**config.mk**
```make
export PLATFORM = sky130hd
export DESIGN_NAME = tses_status
export DESIGN_NICKNAME = d
export VERILOG_FILES = /design/src/verilog/tses_pkg.sv /design/src/verilog/tses_status.sv
export SDC_FILE = /design/constraint.sdc
export NUM_CORES = 1
export LEC_CHECK = 0
export BUFFER_PORTS_ARGS = -buffer_cell sky130_fd_sc_hd__buf_2
export CORE_ASPECT_RATIO = 1.5
export CORE_UTILIZATION = 43
export CTS_BUF_LIST = sky130_fd_sc_hd__clkbuf_2
export DETAILED_ROUTE_END_ITERATION = 10
export PLACE_DENSITY_LB_ADDON = 0.2
export REMOVE_ABC_BUFFERS = 1
export SETUP_SLACK_MARGIN = 0.15
export SYNTH_ARGS = -nofsm -noshare
export SYNTH_HDL_FRONTEND = slang
export SYNTH_SLANG_ARGS = --single-unit
```
**constraint.sdc**
```tcl
create_clock -name clock_in -period 1.6 [get_ports clock_in]
set_input_delay 0.16 -clock clock_in [delete_from_list [all_inputs] [get_ports clock_in]]
set_output_delay 0.16 -clock clock_in [all_outputs]
set_load 0.01 [all_outputs]
```
**src/verilog/tses_pkg.sv**
```systemverilog
package tses_pkg;
   localparam int        STAGE_COUNT     = 12;
   localparam int        REG_WIDTH       = 16;
   localparam int        ADDR_WIDTH      = 10;
   // Register indices on the parallel register read port
   localparam logic [9:0] HIGH_FLAGS_ADDR = 10'h009;
   localparam logic [9:0] DONE_FLAGS_ADDR = 10'h00A;
   // Field positions
   localparam int        PIN_CHANGE_BIT  = 12;
   // Reset values
   localparam logic [15:0] FLAGS_RESET   = 16'h0000;
   localparam logic [12:0] ENABLE_RESET  = 13'h0000;

   // Events from the converter, one bit per stage
   typedef struct packed {
      logic [11:0] over_upper;   // Level: result above upper threshold
      logic [11:0] done;         // Pulse: conversion finished
   } tses_events_t;

   // Register read request
   typedef struct packed {
      logic       valid;
      logic [9:0] addr;
   } tses_read_req_t;
endpackage

```
**src/verilog/tses_status.sv**
```systemverilog
`timescale 1ns/1ns
// What this block does
// - Upper-threshold flag per stage, register 0x009
// - Conversion-done flag per stage, register 0x00A
// - Bit 12 flags general-purpose pin level change
// - Read clears flags unless condition persists
// - Enabled stage completion asserts active-low interrupt
// - Separate enable gates pin-change interrupt
module tses_status (
   // Clock and reset
   input  wire logic                   clock_in,
   input  wire logic                   reset_in,
   // Converter events
   input  wire tses_pkg::tses_events_t events_in,
   // General-purpose input pin, synchronous to clock_in
   input  wire logic                   gp_pin_in,
   // Interrupt enables: stage done [11:0], pin change [12]
   input  wire logic [12:0]            stage_done_irq_enable_in,
   // Register read port
   input  wire tses_pkg::tses_read_req_t read_req_in,
   output logic [15:0]                 read_data_out,
   output logic                        read_valid_out,
   // Interrupt pin
   output logic                        irq_n_out
);

   ////////////////////////////////////////////////////////////////////////////////
   logic [11:0] stage_over_upper_flag_ff;
   logic [12:0] stage_done_flag_ff;
   logic        pin_last_ff;
   logic        pin_armed_ff;
   logic [15:0] read_data_ff;
   logic        read_valid_ff;
   logic        irq_n_ff;

   logic [11:0] nxt_stage_over_upper_flag;
   logic [12:0] nxt_stage_done_flag;
   logic        nxt_pin_last;
   logic        nxt_pin_armed;
   logic [15:0] nxt_read_data;
   logic        nxt_read_valid;
   logic        nxt_irq_n;

   logic        rd_high;
   logic        rd_done;
   logic        pin_change;
   logic [12:0] done_set;

   ////////////////////////////////////////////////////////////////////////////////
   always_comb begin
      rd_high    = read_req_in.valid && (read_req_in.addr == tses_pkg::HIGH_FLAGS_ADDR);
      rd_done    = read_req_in.valid && (read_req_in.addr == tses_pkg::DONE_FLAGS_ADDR);
      // First sample after reset only arms the detector, so no false change
      pin_change = pin_armed_ff && (gp_pin_in != pin_last_ff);
      done_set   = {pin_change, events_in.done};
      nxt_pin_last  = gp_pin_in;
      nxt_pin_armed = 1'b1;

      // Set wins over clear: a live condition keeps its flag through a read
      nxt_stage_over_upper_flag = stage_over_upper_flag_ff | events_in.over_upper;
      if (rd_high) begin
         nxt_stage_over_upper_flag = events_in.over_upper;
      end
      nxt_stage_done_flag = stage_done_flag_ff | done_set;
      if (rd_done) begin
         nxt_stage_done_flag = done_set;
      end

      // Snapshot is the value before the clear; unused bits read as zero
      nxt_read_valid = read_req_in.valid;
      nxt_read_data  = tses_pkg::FLAGS_RESET;
      if (rd_high) begin
         nxt_read_data = {4'h0, stage_over_upper_flag_ff};
      end else if (rd_done) begin
         nxt_read_data = {3'h0, stage_done_flag_ff};
      end

      // Interrupt holds while any enabled done or pin flag stays set
      nxt_irq_n = ~|(nxt_stage_done_flag & stage_done_irq_enable_in);
   end

   always_ff @(posedge clock_in) begin
      if (reset_in) begin
         stage_over_upper_flag_ff <= tses_pkg::FLAGS_RESET[11:0];
         stage_done_flag_ff       <= tses_pkg::FLAGS_RESET[12:0];
         pin_last_ff              <= 1'b0;
         pin_armed_ff             <= 1'b0;
         read_data_ff             <= tses_pkg::FLAGS_RESET;
         read_valid_ff            <= 1'b0;
         irq_n_ff                 <= 1'b1;
      end else begin
         stage_over_upper_flag_ff <= nxt_stage_over_upper_flag;
         stage_done_flag_ff       <= nxt_stage_done_flag;
         pin_last_ff              <= nxt_pin_last;
         pin_armed_ff             <= nxt_pin_armed;
         read_data_ff             <= nxt_read_data;
         read_valid_ff            <= nxt_read_valid;
         irq_n_ff                 <= nxt_irq_n;
      end
   end

   assign read_data_out  = read_data_ff;
   assign read_valid_out = read_valid_ff;
   assign irq_n_out      = irq_n_ff;
endmodule // tses_status
```
==> results.json <==
{
  "status": "finished clean",
  "grt.overflow.total": 0,
  "core_um2": 3420,
  "yosysTopAreaCellShare_pct": 54.4,
  "routabilityCongestion": 0.748,
  "grtUsageTotal_pct": 22.1,
  "synth.area.top_cells": "dfxtp_1 (54%), nor2_1 (9.0%), a22oi_1 (6.8%), a21oi_2 (5.7%), a21oi_1 (4.2%)",
  "finalSetupViolCount": 0,
  "grt_antenna_before_repair": 0,
  "crit_type": "input port to register",
  "grt_max_degree": 28,
  "drt.antenna.violating_nets": 0,
  "avgSynthCellArea_um2": 9.67,
  "rows": 26,
  "viasPerCell": 5.07,
  "rsz0062_at_grt": "false",
  "clock_sinks": 42,
  "die_width_um": 51.0,
  "netlist_area_um2": 1550,
  "cp_max_fo": 12,
  "maxCapViolations": 0,
  "cts_root_buffer": "clkbuf_2",
  "via_count": 1500,
  "synth-seq-cells": 42,
  "clkLatencyLatePin_ns": 0.41,
  "synth_cells": 160,
  "synth_cell_type_count": 30,
  "drtPass1Iterations": 4,
  "setup.worst_path.start_class": "input port",
  "ys_seq_area_share_pct": 54.4,
  "cts-htree-levels": 2,
  "dieArea_um2": 3850,
  "post-route-util_pct": 64.7,
  "final_area_um2": 2210,
  "ir_drop_mv": 0.590,
  "ys_top_cells_by_count": "dfxtp_1 (42), nor2_1 (37), a22oi_1 (14)",
  "intPower_w": 0.00135,
  "drc": 0,
  "dp_hpwl_um": 2720,
  "fin_crit_ns": 1.39,
  "synth_warnings": 0,
  "slew_viol_final": 0,
  "path_delay_family": "simple AND/OR/NAND/NOR gates",
  "crit_arrival_ns": 1.68,
  "crit_chain": "buf_2 -> or4b_4 -> or4b_4 -> a21oi_2 -> nor2_1",
  "numCtsBuffers": 5,
  "fmax_ghz": 0.721,
  "power_density_nw_per_um2": 823,
  "worst_slack_ns": 0.212,
  "syn_to_final_growth_pct": 42.9,
  "p_leak_nw": 1.01,
  "synth_edf_count": 0,
  "cp_num_buf_inv": 1,
  "finalHoldViolCount": 0,
  "async_flop_share_pct": 0,
  "grt_pass1_wl_um": 6230,
  "drive_above_1_share_pct": 36.6,
  "wirelength_um": 3940,
  "synth_top_area_cell": "dfxtp_1",
  "finClkSkew_ns": 0.0138,
  "slowest_delay_ns": 0.64,
  "dp_worst_setup_slack_ns": -0.222,
  "synth_top_flop_cell": "dfxtp_1",
  "p_sw_share_pct": 25.9,
  "io_pins": 69,
  "crit_required_ns": 1.89,
  "crit_top_cell": "or4b_4",
  "endpoint_kind": "register",
  "drtIter0Drc": 22,
  "p_switching_w": 0.000470,
  "clock_path_buffers": 2,
  "final_nets": 304,
  "n_antenna_cell": 0,
  "crit_slowest_cell": "or4b_4",
  "cts.clk_slew.worst_paths_ns": 0.18,
  "numPortBuffers": 65,
  "die_y_um": 75.5,
  "start_util_pct": 45.3,
  "timing.hold.ws_ns": 0.0625,
  "grt_pass1_vias": 1467,
  "seqPwrFrac_pct": 62.4,
  "synth_most_common_cell": "dfxtp_1",
  "holdCritPathClass": "input port to register",
  "wl_per_cell_um": 13.3,
  "fin_total_pwr_w": 0.00182,
  "tritoncts": "built",
  "pwr-share-clk_pct": 24.3,
  "pwr-share-comb_pct": 13.4,
  "placed_cell_area_um2": 1910,
  "fin_crit_sh_pct": 86.7
}
==> stage by stage <==
stage	std cells	setup TNS, ns
floorplan	151	-0.271
global placement	263	-2.08
detailed placement	263	-2.55
CTS	296	0
global route	296	0
finish	296	0
==> flip-flops by register name (all words and copies together) (netlist names) <==
register                  count
read_data_out                13
stage_done_flag_ff           13
stage_over_upper_flag_ff     12
pin_armed_ff                  1
read_valid_out                1
pin_last_ff                   1
irq_n_out                     1
==> kinds of logic after synthesis <==
logic type / share of synthesized area, %
xor gates and xnor gates: 0.566
buffers and inverters: 4.45
other: 0.242
and+or+nand+nor: 16.5
AOI/OAI and AO/OA: 23.9
DFF: 54.4
==> power groups by stage <==
stage / clock network [W] / logic [W] / registers [W]
after floorplan: 0 / 0.0000832 / 0.00115
after global placement: 0 / 0.000187 / 0.00115
after detailed placement: 0 / 0.000192 / 0.00115
after CTS: 0.000453 / 0.000240 / 0.00113
after global routing: 0.000493 / 0.000270 / 0.00114
final: 0.000441 / 0.000243 / 0.00113
==> final timing paths <==
path,to,depth (start not counted),slack (ns),start
setup / recovery,stage_over_upper_flag_ff[8],5,0.21,read_req_in[2]
hold / removal,stage_done_flag_ff[9],3,0.06,events_in[9]
setup reg to reg,irq_n_out,5,0.36,stage_done_flag_ff[7]
hold reg to reg,stage_over_upper_flag_ff[11],2,0.52,stage_over_upper_flag_ff[11]
==> routing by layer <==
metal | vias up | global-route usage (%) | wire length [um] | part of all wire (%)
li1 | 751 | - | - | -
met1 | 688 | 24.1 | 1590 | 40
met2 | 54 | 39.6 | 2020 | 51
met3 | 7 | 5.79 | 249 | 6.3
met4 | 0 | 10.2 | 70 | 1.8
met5 | - | 0 | 0 | 0
==> tightest hold or removal path: cells and delay by family <==
family | cells | cell delay [ns]
AO/OA/AOI/OAI | 1 | 0.08
AND/OR/NAND/NOR | 1 | 0.12
buffers and inverters | 1 | 0.08
==> cells in the final DEF, fill, tap and decap left out, types with 4 or more instances in the layout <==
cell            n
clkbuf_2        6
dfxtp_1        42
buf_4           5
a22o_1          4
a22oi_1        14
a21oi_2        10
nor2_1         37
a21oi_1        13
buf_2          65
dlygate4sd3_1  25
==> timing repair <==
item,CTS,global route
endpoints found under the setup margin,0,2
setup buffers,0,0
endpoints found under the hold margin,25,0
hold buffers,25,0
gates resized for setup,0,2
==> final cells by class <==
type | instances | area [um^2]
sequential | 42 | 841
clock inverter | 2 | 8.76
timing repair buffer | 95 | 613
clock buffer | 6 | 30.0
fill | 307 | 1210
multi-input combinational | 107 | 657
inverter | 2 | 7.51
tap | 42 | 52.6
(Power assumes the default switching activity.)
